$ cat config.mk
export PLATFORM = sky130hd
export DESIGN_NAME = i2cm_engine
export DESIGN_NICKNAME = d
export VERILOG_FILES = /design/src/hw/i2cm_pkg.sv /design/src/hw/i2cm_baud.sv /design/src/hw/i2cm_engine.sv
export VERILOG_INCLUDE_DIRS = /design/src /design/src/hw
export SDC_FILE = /design/constraint.sdc
export NUM_CORES = 1
export LEC_CHECK = 0
export BUFFER_PORTS_ARGS = -buffer_cell sky130_fd_sc_hd__buf_2
export CORE_MARGIN = 1.5
export CORE_UTILIZATION = 55
export CTS_BUF_LIST = sky130_fd_sc_hd__clkbuf_2
export CTS_CLUSTER_SIZE = 16
export DETAILED_ROUTE_END_ITERATION = 10
export GPL_ROUTABILITY_DRIVEN = 0
export PLACE_DENSITY = 0.78
export SLEW_MARGIN = 20
export SYNTH_ARGS = -nofsm -noshare
export SYNTH_HDL_FRONTEND = slang
export SYNTH_SLANG_ARGS = --single-unit
$ cat constraint.sdc
create_clock -name aclk -period 3.7 [get_ports aclk]
set_input_delay 0.37 -clock aclk [delete_from_list [all_inputs] [get_ports aclk]]
set_output_delay 0.37 -clock aclk [all_outputs]
set_load 0.01 [all_outputs]
$ cat src/hw/i2cm_defs.svh
`ifndef I2CM_DEFS_SVH
`define I2CM_DEFS_SVH

`define I2CM_AW          6
`define I2CM_OFF_BUF     4'h0
`define I2CM_OFF_CTL     4'h4
`define I2CM_OFF_STAT    4'h8
`define I2CM_OFF_BAUD    4'hc

`define I2CM_CTL_PEN     0
`define I2CM_CTL_RECEIVE_ENABLE_BIT    3
`define I2CM_CTL_ACK_SEQUENCE_ENABLE   4
`define I2CM_CTL_ACK_DATA_BIT   5

`define I2CM_ST_BF       0
`define I2CM_ST_STOP     1
`define I2CM_ST_ACKST    2
`define I2CM_ST_WRITE_COLLISION_FLAG     3
`define I2CM_ST_OVF      4
`define I2CM_ST_IRQ      5

`define I2CM_BAUD_RST    7'h09
`define I2CM_RESP_OKAY   2'h0
`define I2CM_RESP_SLVERR 2'h2

`define I2CM_PHASE_Q2    2'h1
`define I2CM_PHASE_Q4    2'h3
`define I2CM_BIT_LAST    4'h7
`define I2CM_BIT_ACK     4'h8

`endif

$ cat src/hw/i2cm_pkg.sv
package i2cm_pkg;

  typedef enum logic [3:0] {
    S_IDLE, S_TX_LOW, S_TX_REL, S_TX_HIGH,
    S_RX_LOW, S_RX_REL, S_RX_HIGH,
    S_ACK_LOW, S_ACK_REL, S_ACK_HIGH,
    S_STP_SDA, S_STP_LOW, S_STP_REL, S_STP_HIGH, S_STP_WAIT, S_STP_FIN
  } i2cm_state_t;

  // field order matches the status bit positions, bit 6 down to bit 0
  typedef struct packed {
    logic busy;
    logic port_interrupt_flag;
    logic receive_overflow_flag;
    logic write_collision_flag;
    logic ack_status_bit;
    logic stop_detected;
    logic buffer_full_flag;
  } i2cm_status_t;

  typedef struct packed {
    logic       ack_data_bit;
    logic       ack_sequence_enable;
    logic       receive_enable_bit;
    logic [1:0] spare;
    logic       stop_sequence_enable;
  } i2cm_ctl_t;

endpackage

$ cat src/hw/i2cm_baud.sv
`include "i2cm_defs.svh"

module i2cm_baud (
  input  wire logic       aclk,
  input  wire logic       aresetn,
  input  wire logic       load,
  input  wire logic [6:0] reload,
  output logic            timeout
);

  logic [1:0] phase_reg;
  logic [6:0] cnt_reg;
  logic       active_reg;
  logic       timeout_reg;
  logic       tick;

  // two ticks per four-clock instruction cycle
  assign tick = (phase_reg == `I2CM_PHASE_Q2) || (phase_reg == `I2CM_PHASE_Q4);
  assign timeout = timeout_reg;

  always_ff @(posedge aclk) begin
    if (!aresetn) begin
      phase_reg <= 2'h0;
    end else begin
      phase_reg <= phase_reg + 2'h1;
    end
  end

  always_ff @(posedge aclk) begin
    if (!aresetn) begin
      cnt_reg     <= 7'h00;
      active_reg  <= 1'b0;
      timeout_reg <= 1'b0;
    end else begin
      timeout_reg <= 1'b0;
      if (load) begin
        cnt_reg    <= reload;
        active_reg <= 1'b1;
      end else if (active_reg && tick) begin
        if (cnt_reg == 7'h00) begin
          active_reg  <= 1'b0;
          timeout_reg <= 1'b1;
        end else begin
          cnt_reg <= cnt_reg - 7'h01;
        end
      end
    end
  end
endmodule

$ cat src/hw/i2cm_engine.sv
// Behaviour
// buffer write sets buffer full, starts baud counter, begins shifting byte out
// transmit: SDA changes after SCL falls; SCL low one period, high one period
// after eighth bit fall: clear buffer full, release SDA for slave acknowledge
// ninth clock fall samples SDA: ack status cleared on low, set on high
// after ninth clock: set interrupt flag, stop counter, SCL low, SDA released
// address byte goes out seven bits then R/W, MSB first
// buffer write during transmit sets write collision, buffer unchanged; software clears
// buffer write during receive, acknowledge or stop also collides and is dropped
// receive enable set is ignored unless engine idle
// receive: SCL toggles per counter rollover, SDA shifted in each clock
// eighth receive fall: clear enable, load buffer, set full and interrupt, idle
// reading the buffer after reception clears buffer full
// eight more bits while buffer still full set receive overflow
// acknowledge: SCL low, ack data on SDA, one period, release SCL
// SCL high: one period, SCL low, clear ack enable, stop counter, idle
// software sets ack data bit before starting the acknowledge sequence
// stop: SDA low; once low, count period, release SCL, release SDA later
// SDA high with SCL high sets stop flag; period later clear enable, interrupt
// released SCL holds counter until SCL reads high, then reloads and counts
// SCL high time is at least one full baud period despite stretching
// counter reloads from low seven reload bits, counts to zero, stops
// counter decrements twice per instruction cycle
// SDA and SCL only driven low or released; decisions use pin levels
//
// The address map and the AXI4-Lite interface to the registers were decided locally.
`include "i2cm_defs.svh"

module i2cm_engine (
  input  wire logic                 aclk,
  input  wire logic                 aresetn,
  input  wire logic [`I2CM_AW-1:0]  s_axi_awaddr,
  input  wire logic                 s_axi_awvalid,
  output logic                      s_axi_awready,
  input  wire logic [31:0]          s_axi_wdata,
  input  wire logic [3:0]           s_axi_wstrb,
  input  wire logic                 s_axi_wvalid,
  output logic                      s_axi_wready,
  output logic [1:0]                s_axi_bresp,
  output logic                      s_axi_bvalid,
  input  wire logic                 s_axi_bready,
  input  wire logic [`I2CM_AW-1:0]  s_axi_araddr,
  input  wire logic                 s_axi_arvalid,
  output logic                      s_axi_arready,
  output logic [31:0]               s_axi_rdata,
  output logic [1:0]                s_axi_rresp,
  output logic                      s_axi_rvalid,
  input  wire logic                 s_axi_rready,
  input  wire logic                 scl_i,
  output logic                      scl_o,
  output logic                      scl_oe_n,
  input  wire logic                 sda_i,
  output logic                      sda_o,
  output logic                      sda_oe_n
);

  i2cm_pkg::i2cm_state_t st_reg;
  i2cm_pkg::i2cm_status_t stat;
  i2cm_pkg::i2cm_ctl_t   ctl;

  logic        scl_m_reg, scl_s_reg, sda_m_reg, sda_s_reg;
  logic        awready_reg, wready_reg, bvalid_reg, arready_reg, rvalid_reg;
  logic [1:0]  bresp_reg, rresp_reg;
  logic [31:0] rdata_reg;
  logic        scl_oe_n_reg, sda_oe_n_reg, pin_o_reg, load_reg;
  logic [3:0]  bitc_reg;
  logic [7:0]  shift_reg, buf_reg;
  logic [6:0]  baud_reg;
  logic        bf_reg, write_collision_flag_reg, ovf_reg, irq_reg, ackst_reg, stop_reg;
  logic        receive_enable_bit_reg, ack_sequence_enable_reg, pen_reg, ack_data_bit_reg;
  logic        to, idle, in_tx, wr_fire, rd_fire, wr_map, rd_map;
  logic        buf_wr, ctl_wr, stat_wr, baud_wr, buf_rd;
  logic        start_tx, go_rx, go_ack, go_stp, ack_level;
  logic        tx_fall, tx_fall8, tx_fall9, rx_done, ack_done, stop_seen, stop_done;
  logic [7:0]  rx_byte;

  // pins pass two flops; only the second stage is ever read
  always_ff @(posedge aclk) begin
    if (!aresetn) begin
      scl_m_reg <= 1'b1;
      scl_s_reg <= 1'b1;
      sda_m_reg <= 1'b1;
      sda_s_reg <= 1'b1;
    end else begin
      scl_m_reg <= scl_i;
      scl_s_reg <= scl_m_reg;
      sda_m_reg <= sda_i;
      sda_s_reg <= sda_m_reg;
    end
  end

  // axi4-lite: address and data taken together, one of each under way
  assign wr_fire = awready_reg;
  assign rd_fire = arready_reg;
  assign wr_map  = (s_axi_awaddr[`I2CM_AW-1:4] == '0) && (s_axi_awaddr[1:0] == 2'h0);
  assign rd_map  = (s_axi_araddr[`I2CM_AW-1:4] == '0) && (s_axi_araddr[1:0] == 2'h0);
  assign buf_wr  = wr_fire && wr_map && s_axi_wstrb[0] && (s_axi_awaddr[3:0] == `I2CM_OFF_BUF);
  assign ctl_wr  = wr_fire && wr_map && s_axi_wstrb[0] && (s_axi_awaddr[3:0] == `I2CM_OFF_CTL);
  assign stat_wr = wr_fire && wr_map && s_axi_wstrb[0] && (s_axi_awaddr[3:0] == `I2CM_OFF_STAT);
  assign baud_wr = wr_fire && wr_map && s_axi_wstrb[0] && (s_axi_awaddr[3:0] == `I2CM_OFF_BAUD);
  assign buf_rd  = rd_fire && rd_map && (s_axi_araddr[3:0] == `I2CM_OFF_BUF);

  always_ff @(posedge aclk) begin
    if (!aresetn) begin
      awready_reg <= 1'b0;
      wready_reg  <= 1'b0;
      bvalid_reg  <= 1'b0;
      bresp_reg   <= `I2CM_RESP_OKAY;
    end else begin
      awready_reg <= s_axi_awvalid && s_axi_wvalid && !awready_reg && !bvalid_reg;
      wready_reg  <= s_axi_awvalid && s_axi_wvalid && !awready_reg && !bvalid_reg;
      if (wr_fire) begin
        bvalid_reg <= 1'b1;
        bresp_reg  <= wr_map ? `I2CM_RESP_OKAY : `I2CM_RESP_SLVERR;
      end else if (s_axi_bready) begin
        bvalid_reg <= 1'b0;
      end
    end
  end

  assign stat = '{busy: !idle, port_interrupt_flag: irq_reg, receive_overflow_flag: ovf_reg,
                  write_collision_flag: write_collision_flag_reg, ack_status_bit: ackst_reg,
                  stop_detected: stop_reg, buffer_full_flag: bf_reg};
  assign ctl  = '{ack_data_bit: ack_data_bit_reg, ack_sequence_enable: ack_sequence_enable_reg,
                  receive_enable_bit: receive_enable_bit_reg, spare: 2'h0, stop_sequence_enable: pen_reg};

  always_ff @(posedge aclk) begin
    if (!aresetn) begin
      arready_reg <= 1'b0;
      rvalid_reg  <= 1'b0;
      rresp_reg   <= `I2CM_RESP_OKAY;
      rdata_reg   <= 32'h0000_0000;
    end else begin
      arready_reg <= s_axi_arvalid && !arready_reg && !rvalid_reg;
      if (rd_fire) begin
        rvalid_reg <= 1'b1;
        rresp_reg  <= rd_map ? `I2CM_RESP_OKAY : `I2CM_RESP_SLVERR;
        rdata_reg  <= 32'h0000_0000;
        if (rd_map) begin
          case (s_axi_araddr[3:0])
            `I2CM_OFF_BUF:  rdata_reg <= {24'h00_0000, buf_reg};
            `I2CM_OFF_CTL:  rdata_reg <= {26'h000_0000, ctl};
            `I2CM_OFF_STAT: rdata_reg <= {25'h000_0000, stat};
            `I2CM_OFF_BAUD: rdata_reg <= {25'h000_0000, baud_reg};
            default:        rdata_reg <= 32'h0000_0000;
          endcase
        end
      end else if (s_axi_rready) begin
        rvalid_reg <= 1'b0;
      end
    end
  end

  i2cm_baud u_baud (
    .aclk    (aclk),
    .aresetn (aresetn),
    .load    (load_reg),
    .reload  (baud_reg),
    .timeout (to)
  );

  assign idle      = (st_reg == i2cm_pkg::S_IDLE);
  assign in_tx     = (st_reg == i2cm_pkg::S_TX_LOW) || (st_reg == i2cm_pkg::S_TX_REL) ||
                     (st_reg == i2cm_pkg::S_TX_HIGH);
  assign start_tx  = buf_wr && idle;
  assign go_stp    = ctl_wr && idle && s_axi_wdata[`I2CM_CTL_PEN];
  assign go_ack    = ctl_wr && idle && s_axi_wdata[`I2CM_CTL_ACK_SEQUENCE_ENABLE] && !go_stp;
  assign go_rx     = ctl_wr && idle && s_axi_wdata[`I2CM_CTL_RECEIVE_ENABLE_BIT] && !go_stp && !go_ack;
  assign ack_level = s_axi_wdata[`I2CM_CTL_ACK_DATA_BIT];
  assign tx_fall   = (st_reg == i2cm_pkg::S_TX_HIGH) && to;
  assign tx_fall8  = tx_fall && (bitc_reg == `I2CM_BIT_LAST);
  assign tx_fall9  = tx_fall && (bitc_reg == `I2CM_BIT_ACK);
  assign rx_done   = (st_reg == i2cm_pkg::S_RX_HIGH) && to && (bitc_reg == `I2CM_BIT_LAST);
  assign rx_byte   = {shift_reg[6:0], sda_s_reg};
  assign ack_done  = (st_reg == i2cm_pkg::S_ACK_HIGH) && to;
  assign stop_seen = (st_reg == i2cm_pkg::S_STP_WAIT) && sda_s_reg && scl_s_reg;
  assign stop_done = (st_reg == i2cm_pkg::S_STP_FIN) && to;

  // bus sequencer; oe_n low pulls the pin low, high lets it float
  always_ff @(posedge aclk) begin
    if (!aresetn) begin
      st_reg       <= i2cm_pkg::S_IDLE;
      bitc_reg     <= 4'h0;
      shift_reg    <= 8'h00;
      scl_oe_n_reg <= 1'b1;
      sda_oe_n_reg <= 1'b1;
      load_reg     <= 1'b0;
    end else begin
      load_reg <= 1'b0;
      case (st_reg)
        i2cm_pkg::S_IDLE: begin
          if (start_tx) begin
            shift_reg    <= s_axi_wdata[7:0];
            sda_oe_n_reg <= s_axi_wdata[7];
            scl_oe_n_reg <= 1'b0;
            bitc_reg     <= 4'h0;
            load_reg     <= 1'b1;
            st_reg       <= i2cm_pkg::S_TX_LOW;
          end else if (go_stp) begin
            sda_oe_n_reg <= 1'b0;
            scl_oe_n_reg <= 1'b0;
            st_reg       <= i2cm_pkg::S_STP_SDA;
          end else if (go_ack) begin
            scl_oe_n_reg <= 1'b0;
            sda_oe_n_reg <= ack_level;
            load_reg     <= 1'b1;
            st_reg       <= i2cm_pkg::S_ACK_LOW;
          end else if (go_rx) begin
            scl_oe_n_reg <= 1'b0;
            sda_oe_n_reg <= 1'b1;
            bitc_reg     <= 4'h0;
            load_reg     <= 1'b1;
            st_reg       <= i2cm_pkg::S_RX_LOW;
          end
        end
        i2cm_pkg::S_TX_LOW: begin
          if (to) begin
            scl_oe_n_reg <= 1'b1;
            st_reg       <= i2cm_pkg::S_TX_REL;
          end
        end
        i2cm_pkg::S_TX_REL: begin
          if (scl_s_reg) begin
            load_reg <= 1'b1;
            st_reg   <= i2cm_pkg::S_TX_HIGH;
          end
        end
        i2cm_pkg::S_TX_HIGH: begin
          if (to) begin
            scl_oe_n_reg <= 1'b0;
            bitc_reg     <= bitc_reg + 4'h1;
            if (bitc_reg == `I2CM_BIT_ACK) begin
              st_reg <= i2cm_pkg::S_IDLE;
            end else if (bitc_reg == `I2CM_BIT_LAST) begin
              sda_oe_n_reg <= 1'b1;
              load_reg     <= 1'b1;
              st_reg       <= i2cm_pkg::S_TX_LOW;
            end else begin
              sda_oe_n_reg <= shift_reg[6];
              shift_reg    <= {shift_reg[6:0], 1'b0};
              load_reg     <= 1'b1;
              st_reg       <= i2cm_pkg::S_TX_LOW;
            end
          end
        end
        i2cm_pkg::S_RX_LOW: begin
          if (to) begin
            scl_oe_n_reg <= 1'b1;
            st_reg       <= i2cm_pkg::S_RX_REL;
          end
        end
        i2cm_pkg::S_RX_REL: begin
          if (scl_s_reg) begin
            load_reg <= 1'b1;
            st_reg   <= i2cm_pkg::S_RX_HIGH;
          end
        end
        i2cm_pkg::S_RX_HIGH: begin
          if (to) begin
            shift_reg    <= rx_byte;
            scl_oe_n_reg <= 1'b0;
            bitc_reg     <= bitc_reg + 4'h1;
            if (bitc_reg == `I2CM_BIT_LAST) begin
              st_reg <= i2cm_pkg::S_IDLE;
            end else begin
              load_reg <= 1'b1;
              st_reg   <= i2cm_pkg::S_RX_LOW;
            end
          end
        end
        i2cm_pkg::S_ACK_LOW: begin
          if (to) begin
            scl_oe_n_reg <= 1'b1;
            st_reg       <= i2cm_pkg::S_ACK_REL;
          end
        end
        i2cm_pkg::S_ACK_REL: begin
          if (scl_s_reg) begin
            load_reg <= 1'b1;
            st_reg   <= i2cm_pkg::S_ACK_HIGH;
          end
        end
        i2cm_pkg::S_ACK_HIGH: begin
          if (to) begin
            scl_oe_n_reg <= 1'b0;
            st_reg       <= i2cm_pkg::S_IDLE;
          end
        end
        i2cm_pkg::S_STP_SDA: begin
          if (!sda_s_reg) begin
            load_reg <= 1'b1;
            st_reg   <= i2cm_pkg::S_STP_LOW;
          end
        end
        i2cm_pkg::S_STP_LOW: begin
          if (to) begin
            scl_oe_n_reg <= 1'b1;
            st_reg       <= i2cm_pkg::S_STP_REL;
          end
        end
        i2cm_pkg::S_STP_REL: begin
          if (scl_s_reg) begin
            load_reg <= 1'b1;
            st_reg   <= i2cm_pkg::S_STP_HIGH;
          end
        end
        i2cm_pkg::S_STP_HIGH: begin
          if (to) begin
            sda_oe_n_reg <= 1'b1;
            st_reg       <= i2cm_pkg::S_STP_WAIT;
          end
        end
        i2cm_pkg::S_STP_WAIT: begin
          if (stop_seen) begin
            load_reg <= 1'b1;
            st_reg   <= i2cm_pkg::S_STP_FIN;
          end
        end
        i2cm_pkg::S_STP_FIN: begin
          if (to) begin
            st_reg <= i2cm_pkg::S_IDLE;
          end
        end
        default: begin
          scl_oe_n_reg <= 1'b1;
          sda_oe_n_reg <= 1'b1;
          st_reg       <= i2cm_pkg::S_IDLE;
        end
      endcase
    end
  end

  // control register; hardware clears the enables when each sequence ends
  always_ff @(posedge aclk) begin
    if (!aresetn) begin
      receive_enable_bit_reg  <= 1'b0;
      ack_sequence_enable_reg <= 1'b0;
      pen_reg   <= 1'b0;
      ack_data_bit_reg <= 1'b0;
      baud_reg  <= `I2CM_BAUD_RST;
    end else begin
      if (ctl_wr) begin
        ack_data_bit_reg <= s_axi_wdata[`I2CM_CTL_ACK_DATA_BIT];
      end
      if (baud_wr) begin
        baud_reg <= s_axi_wdata[6:0];
      end
      if (go_rx) begin
        receive_enable_bit_reg <= 1'b1;
      end else if (rx_done) begin
        receive_enable_bit_reg <= 1'b0;
      end
      if (go_ack) begin
        ack_sequence_enable_reg <= 1'b1;
      end else if (ack_done) begin
        ack_sequence_enable_reg <= 1'b0;
      end
      if (go_stp) begin
        pen_reg <= 1'b1;
      end else if (stop_done) begin
        pen_reg <= 1'b0;
      end
    end
  end

  // status flags; a hardware set beats a software clear in the same cycle
  always_ff @(posedge aclk) begin
    if (!aresetn) begin
      buf_reg   <= 8'h00;
      bf_reg    <= 1'b0;
      write_collision_flag_reg  <= 1'b0;
      ovf_reg   <= 1'b0;
      irq_reg   <= 1'b0;
      ackst_reg <= 1'b0;
      stop_reg  <= 1'b0;
    end else begin
      if (start_tx) begin
        buf_reg <= s_axi_wdata[7:0];
      end else if (rx_done && !bf_reg) begin
        buf_reg <= rx_byte;
      end
      if (start_tx || rx_done) begin
        bf_reg <= 1'b1;
      end else if (tx_fall8 || (buf_rd && !in_tx)) begin
        bf_reg <= 1'b0;
      end
      if (buf_wr && !idle) begin
        write_collision_flag_reg <= 1'b1;
      end else if (stat_wr && s_axi_wdata[`I2CM_ST_WRITE_COLLISION_FLAG]) begin
        write_collision_flag_reg <= 1'b0;
      end
      if (rx_done && bf_reg) begin
        ovf_reg <= 1'b1;
      end else if (stat_wr && s_axi_wdata[`I2CM_ST_OVF]) begin
        ovf_reg <= 1'b0;
      end
      if (tx_fall9 || rx_done || stop_done) begin
        irq_reg <= 1'b1;
      end else if (stat_wr && s_axi_wdata[`I2CM_ST_IRQ]) begin
        irq_reg <= 1'b0;
      end
      if (tx_fall9) begin
        ackst_reg <= sda_s_reg;
      end
      if (stop_seen) begin
        stop_reg <= 1'b1;
      end else if (start_tx || (stat_wr && s_axi_wdata[`I2CM_ST_STOP])) begin
        stop_reg <= 1'b0;
      end
    end
  end

  // open-drain pads: the data value is a constant low
  always_ff @(posedge aclk) begin
    if (!aresetn) begin
      pin_o_reg <= 1'b0;
    end else begin
      pin_o_reg <= 1'b0;
    end
  end

  assign scl_o         = pin_o_reg;
  assign sda_o         = pin_o_reg;
  assign scl_oe_n      = scl_oe_n_reg;
  assign sda_oe_n      = sda_oe_n_reg;
  assign s_axi_awready = awready_reg;
  assign s_axi_wready  = wready_reg;
  assign s_axi_bvalid  = bvalid_reg;
  assign s_axi_bresp   = bresp_reg;
  assign s_axi_arready = arready_reg;
  assign s_axi_rvalid  = rvalid_reg;
  assign s_axi_rresp   = rresp_reg;
  assign s_axi_rdata   = rdata_reg;
endmodule

==> results.json, run 1 <==
{
  "start_util_pct": 58.0,
  "rsz0062_at_grt": "false",
  "clock_path_buffers": 2,
  "post-route-period-util_pct": 72.6,
  "critPathCaptureType": "register",
  "fillCellCount": 610,
  "yosysTopAreaCell": "dfxtp_1",
  "hold_ws_ps": 18.1,
  "cp_data_required_time_ps": 4130,
  "drc_errors": 0,
  "ant_nets": 0,
  "path_clk_slew_ps": 190,
  "io-pin-count": 102,
  "slew_violations": 0,
  "arrival_ps": 3120,
  "setup_tns_ps": 0,
  "gr-usage-all-layers_pct": 26.2,
  "min_from": "sda_i",
  "min_period_ps": 2690,
  "max_cap_viol_count": 0,
  "dpl_cell_area_um2": 4170,
  "via_per_inst": 6.00,
  "diodes": 0,
  "ys.flop_type": "dfxtp_1",
  "min_to": "sda_m_reg",
  "area_delta_synth_final_pct": 8.15,
  "synth_edf_count": 0,
  "synthCells": 478,
  "dpl.hpwl_um": 7170,
  "power_density_nw_per_um2": 491,
  "io_buffers": 46,
  "antenna_found_initial": 0,
  "hold_depth": 2,
  "drt_iter0_markers": 297,
  "finalPower_mw": 2.13,
  "outcome": "complete, no violations",
  "rows": 30,
  "multi_input_area_um2": 2280,
  "yosys-top-cells-area": "dfxtp_1, buf_4, nor2_1",
  "syn_area_um2": 4010,
  "insertion_delay_ps": 520,
  "cp_slowest_stage_delay_ps": 720,
  "path_max_fanout": 24,
  "reg2reg_from": "st_reg[2]",
  "grt_pass1_wl_um": 15700,
  "ctsHtreeMaxLevel": 3,
  "yosys.area.top_type_share_pct": 36.0,
  "skew_ps": 23.8,
  "wl_per_cell_um": 16.5,
  "p_leak_nw": 1.74,
  "reg2reg_slack_ps": 1010,
  "routed_wl_um": 10100,
  "worst_path_max_delay_cell": "nor4b_4",
  "grt_overflow": 0,
  "min_path_type": "primary input to register",
  "final_core_util_pct": 62.7,
  "die_area_um2": 7800,
  "die-width_um": 88.3,
  "seq_area_frac_synth_pct": 36.0,
  "grt_pass1_vias": 3284,
  "clk_root_buffer_cell": "clkbuf_2",
  "core_um2": 6910,
  "ys_types": 59,
  "synthArstFlopShare_pct": 0,
  "maxSlewHeadroom_pct": 43.7,
  "grt_max_degree": 35,
  "fp.dieH_um": 88.3,
  "crit_chain": "or4_4 > nor4b_4 > a2bb2oi_4 > nor2_1 > a211oi_1",
  "cts_resized": 0,
  "drive_gt1_share_pct": 15.9,
  "start_kind": "register",
  "cts_tree": "built",
  "ys_seq_elements": 72,
  "stdcell_area_um2": 4330,
  "numCtsBuffers": 9,
  "setup_violations": 0,
  "regArea_um2": 1440,
  "peakVddDrop_mv": 0.440,
  "nNetsFinal": 575,
  "dr_total_vias": 3672,
  "worst_pin_slew_ps": 839,
  "firstDrtPassIters": 5,
  "worstRegToRegCells": 5,
  "reg2reg_to": "shift_reg[0]",
  "cts.sinks": 72,
  "syn_area_per_cell_um2": 8.38,
  "timing.fmax_ghz": 0.372,
  "yosysWarnings": 0,
  "hold_violations": 0,
  "crit_type": "register to register"
}
through the flow:
step | instances | setup slack [ps]
3_3_place_gp | 596 | 1160
2_1_floorplan | 505 | 1570
3_5_place_dp | 596 | 1070
5_1_grt | 612 | 882
4_1_cts | 611 | 1020
6_report | 612 | 1010
area by class of cell:
class | instances | share of cell area (%)
clock inverter | 6 | 2.51
inverter | 17 | 1.47
sequential | 72 | 33.3
clock buffer | 9 | 1.04
multi-input combinational | 360 | 52.5
tap | 96 | 2.77
timing repair buffer | 52 | 6.41
kinds of logic (layout without fill, tap and decap cells):
kind of cell             after synthesis  in the layout  share of synthesized area (%)
AO/OA/AOI/OAI                        128            128                           22.1
XOR/XNOR                               4              4                          0.875
adder cells (fa/ha/maj)                6              6                           1.87
buffers and inverters                 73             84                           9.74
flip-flops                            72             72                           36.0
multiplexers                          23             23                           7.06
other                                  1             28                         0.0936
AND/OR/NAND/NOR                      171            171                           22.3
power by group:
group,switching (mW),internal (mW)
Combinational,0.410,0.250
Sequential,0.0646,0.830
Clock,0.286,0.287
synth_stat cells, types with 4 or more instances:
master / instances
dfxtp_1: 72
nor2_1: 55
o21ai_0: 31
buf_4: 29
clkbuf_1: 26
nand2_1: 26
a21oi_1: 24
mux2i_1: 17
inv_1: 15
nor3_1: 14
a211oi_1: 13
nand3_1: 13
nor2b_1: 13
nand2b_1: 11
a22oi_1: 10
o221ai_1: 10
nor4_1: 7
a31oi_1: 6
ha_1: 6
o21a_1: 5
a32oi_1: 4
mux4_2: 4
nand4_1: 4
o211ai_1: 4
or3_1: 4
or4_1: 4
worst max-delay path by stage:
stage,startpoint,end,slack (ps),cells after the start
detailed placement,st_reg[2],shift_reg[3],1070,5
finish,st_reg[2],shift_reg[0],1010,5
floorplan,s_axi_awaddr[5],shift_reg[6],1570,6
global route,st_reg[2],shift_reg[6],880,5
CTS,st_reg[2],shift_reg[0],1020,5
global placement,st_reg[2],shift_reg[5],1160,5
what timing repair did:
action	4_1_cts	5_1_grt
buffers inserted	0	0
hold endpoints to repair	0	1
hold buffers	0	1
layer usage:
layer  share of wire [%]  GRT usage, %  routed length [um]
met1                  42          32.1                4190
met2                  50          45.7                5020
met3                 6.8          4.66                 685
met4                 1.9          10.8                 188
met5                   0             0                   0
layout by cell type, fill, tap and decap left out, drive strengths merged, types with 8 or more instances in the layout:
master and count:
dfxtp 72, nor2 55, buf 51, o21ai 32
conb 28, nand2 26, a21oi 24, mux2i 17
a211oi 16, inv 15, nor3 15, nand3 13
nor2b 13, nand2b 11, a22oi 10, o221ai 10
clkbuf 9, nor4 8
worst max-delay path: cells and delay by family (launching register included):
family / cells / cell delay (ps)
DFF: 1 / 580
AOI/OAI and AO/OA: 2 / 610
and+or+nand+nor: 3 / 1420
No activity file was read; power rests on OpenSTA's default activity.
==> run 2: changes to the inputs <==
--- a/config.mk
+++ b/config.mk
@@ -8,12 +8,12 @@
 export LEC_CHECK = 0
 export BUFFER_PORTS_ARGS = -buffer_cell sky130_fd_sc_hd__buf_2
 export CORE_MARGIN = 1.5
-export CORE_UTILIZATION = 55
+export CORE_UTILIZATION = 50
 export CTS_BUF_LIST = sky130_fd_sc_hd__clkbuf_2
 export CTS_CLUSTER_SIZE = 16
 export DETAILED_ROUTE_END_ITERATION = 10
 export GPL_ROUTABILITY_DRIVEN = 0
-export PLACE_DENSITY = 0.78
+export PLACE_DENSITY = 0.75
 export SLEW_MARGIN = 20
 export SYNTH_ARGS = -nofsm -noshare
 export SYNTH_HDL_FRONTEND = slang
==> constraint.sdc (replaced) <==
create_clock -name aclk -period 2.2 [get_ports aclk]
set_input_delay 0.22 -clock aclk [delete_from_list [all_inputs] [get_ports aclk]]
set_output_delay 0.22 -clock aclk [all_outputs]
set_load 0.01 [all_outputs]
==> run 2 against run 1 <==
Total power up 63%. Critical path type unchanged. Sequential power up 63%. Wire length up 2.7%.
==> results.json, run 2 (synthesized netlist as in run 1, its figures left out) <==
{
  "setup_tns_ps": 0,
  "wl_met3_um": 712,
  "start_util_pct": 51.8,
  "gr-usage-all-layers_pct": 25.0,
  "max_cap_viol_count": 0,
  "clock_path_buffers": 2,
  "met2_length_um": 5020,
  "start_kind": "register",
  "routed_wl_um": 10400,
  "layout_setup_ws_ps": 136,
  "min_period_ps": 2060,
  "pre_cts_ws_ps": 165,
  "regArea_um2": 1440,
  "comb_power_share_pct": 35.2,
  "area_delta_synth_final_pct": 12.8,
  "rows": 32,
  "path_max_fanout": 26,
  "pwr-share-seq_pct": 42.3,
  "crit_type": "register to register",
  "final_cell_mix": "dfxtp_1, nor2_1, buf_2",
  "rsz0062_at_grt": "false",
  "peakVddDrop_mv": 0.670,
  "drt_iter0_markers": 257,
  "nNetsFinal": 599,
  "post-route-period-util_pct": 93.8,
  "critPathCaptureType": "register",
  "final_cells": 643,
  "switching_share_pct": 38.3,
  "p_sw_mw": 1.33,
  "hold_violations": 0,
  "power_density_nw_per_um2": 767,
  "worst_pin_slew_ps": 514,
  "io_buffers": 46,
  "drc_errors": 0,
  "drive_gt1_share_pct": 18.1,
  "io-pin-count": 102,
  "firstDrtPassIters": 5,
  "ctsHtreeMaxLevel": 3,
  "grt_overflow": 0,
  "pwr-share-clk_pct": 22.6,
  "fillCellCount": 709,
  "grt_pass1_wl_um": 16800,
  "p_leak_nw": 1.83,
  "cts.sinks": 72,
  "place_inst": 617,
  "ant_nets": 0,
  "multi_input_area_um2": 2280,
  "skew_ps": 29.7,
  "diodes": 0,
  "p_int_mw": 2.14,
  "die-width_um": 92.5,
  "arrival_ps": 2510,
  "slew_violations": 0,
  "cp_data_required_time_ps": 2650,
  "clk_root_buffer_cell": "clkbuf_2",
  "die_area_um2": 8560,
  "core_um2": 7730,
  "antenna_found_initial": 0,
  "timing.fmax_ghz": 0.484,
  "cts_tree": "built",
  "fp.dieH_um": 92.5,
  "outcome": "complete, no violations",
  "path_clk_slew_ps": 220,
  "grt_max_degree": 34,
  "min_path_type": "primary input to register",
  "numCtsBuffers": 9,
  "dr_total_vias": 3749,
  "insertion_delay_ps": 540,
  "maxSlewHeadroom_pct": 65.5,
  "setup_violations": 0,
  "wl_per_cell_um": 16.1,
  "grt_pass1_vias": 3510,
  "dpl.hpwl_um": 7370,
  "top_layer": "met4",
  "via_per_inst": 5.83,
  "mostFrequentLayoutCell": "dfxtp_1",
  "m1WireLength_um": 4320,
  "cts_resized": 0
}
-- run 2: changes by cell type in the layout (fill, tap and decap cells not counted), sizes merged --
cell / before / now
buf: 51 / 66
bufinv: 3 / 1
clkinv: 5 / 4
clkinvlp: 0 / 3
dlygate4sd3: 1 / 10
inv: 15 / 16
-- run 2: area by class of cell --
type,count,share of cell area (%)
flip-flops and latches,72,31.9
inverters,17,1.41
clock inverters,7,1.58
well taps,102,2.82
multi-input cells,360,50.4
repair buffers,76,10.9
clock buffers,9,0.997
-- run 2: timing repair --
action / in CTS / in global routing
setup buffers: 0 / 0
hold endpoints to repair: 9 / 0
hold buffers: 10 / 0
-- run 2: routing by layer --
layer | GRT usage, % | vias up
li1 | - | 1809
met1 | 31.5 | 1734
met2 | 41.8 | 180
met3 | 3.61 | 26
met4 | 11.7 | 0
met5 | 0 | -
-- run 2: final timing paths --
| path | from | end | slack, ps | cells after the start |
|---|---|---|---|---|
| hold / removal | s_axi_wdata[5] | ack_data_bit_reg | 30 | 3 |
| setup reg to reg | st_reg[1] | shift_reg[3] | 140 | 6 |
| hold reg to reg | s_axi_bvalid | s_axi_wready | 440 | 1 |
| setup / recovery | st_reg[1] | shift_reg[3] | 140 | 6 |
-- run 2: through the flow --
stage	util [%]	hold slack [ps]	total power, mW	cell area [um^2]
floorplan	-	321	2.37	4110
global placement	55.7	395	2.64	4300
detailed placement	55.7	398	2.67	4300
CTS	58.5	28.1	3.44	4520
global route	58.5	36.0	3.68	4520
finish	58.5	29.2	3.47	4520
-- run 2: power by group through the flow --
| stage | registers, mW | logic [mW] | clock network (mW) |
|---|---|---|---|
| after global placement | 1.49 | 1.15 | 0 |
| after floorplan | 1.49 | 0.878 | 0 |
| after global routing | 1.48 | 1.35 | 0.844 |
| final | 1.46 | 1.22 | 0.782 |
| after detailed placement | 1.49 | 1.18 | 0 |
| after CTS | 1.47 | 1.20 | 0.781 |
-- run 2: critical path: stages (launching register included) --
cell	delay, ps
dfxtp_1	380
buf_4	260
nor2b_1	300
o211a_1	360
a2bb2oi_4	380
nor2_1	70
a211oi_1	220
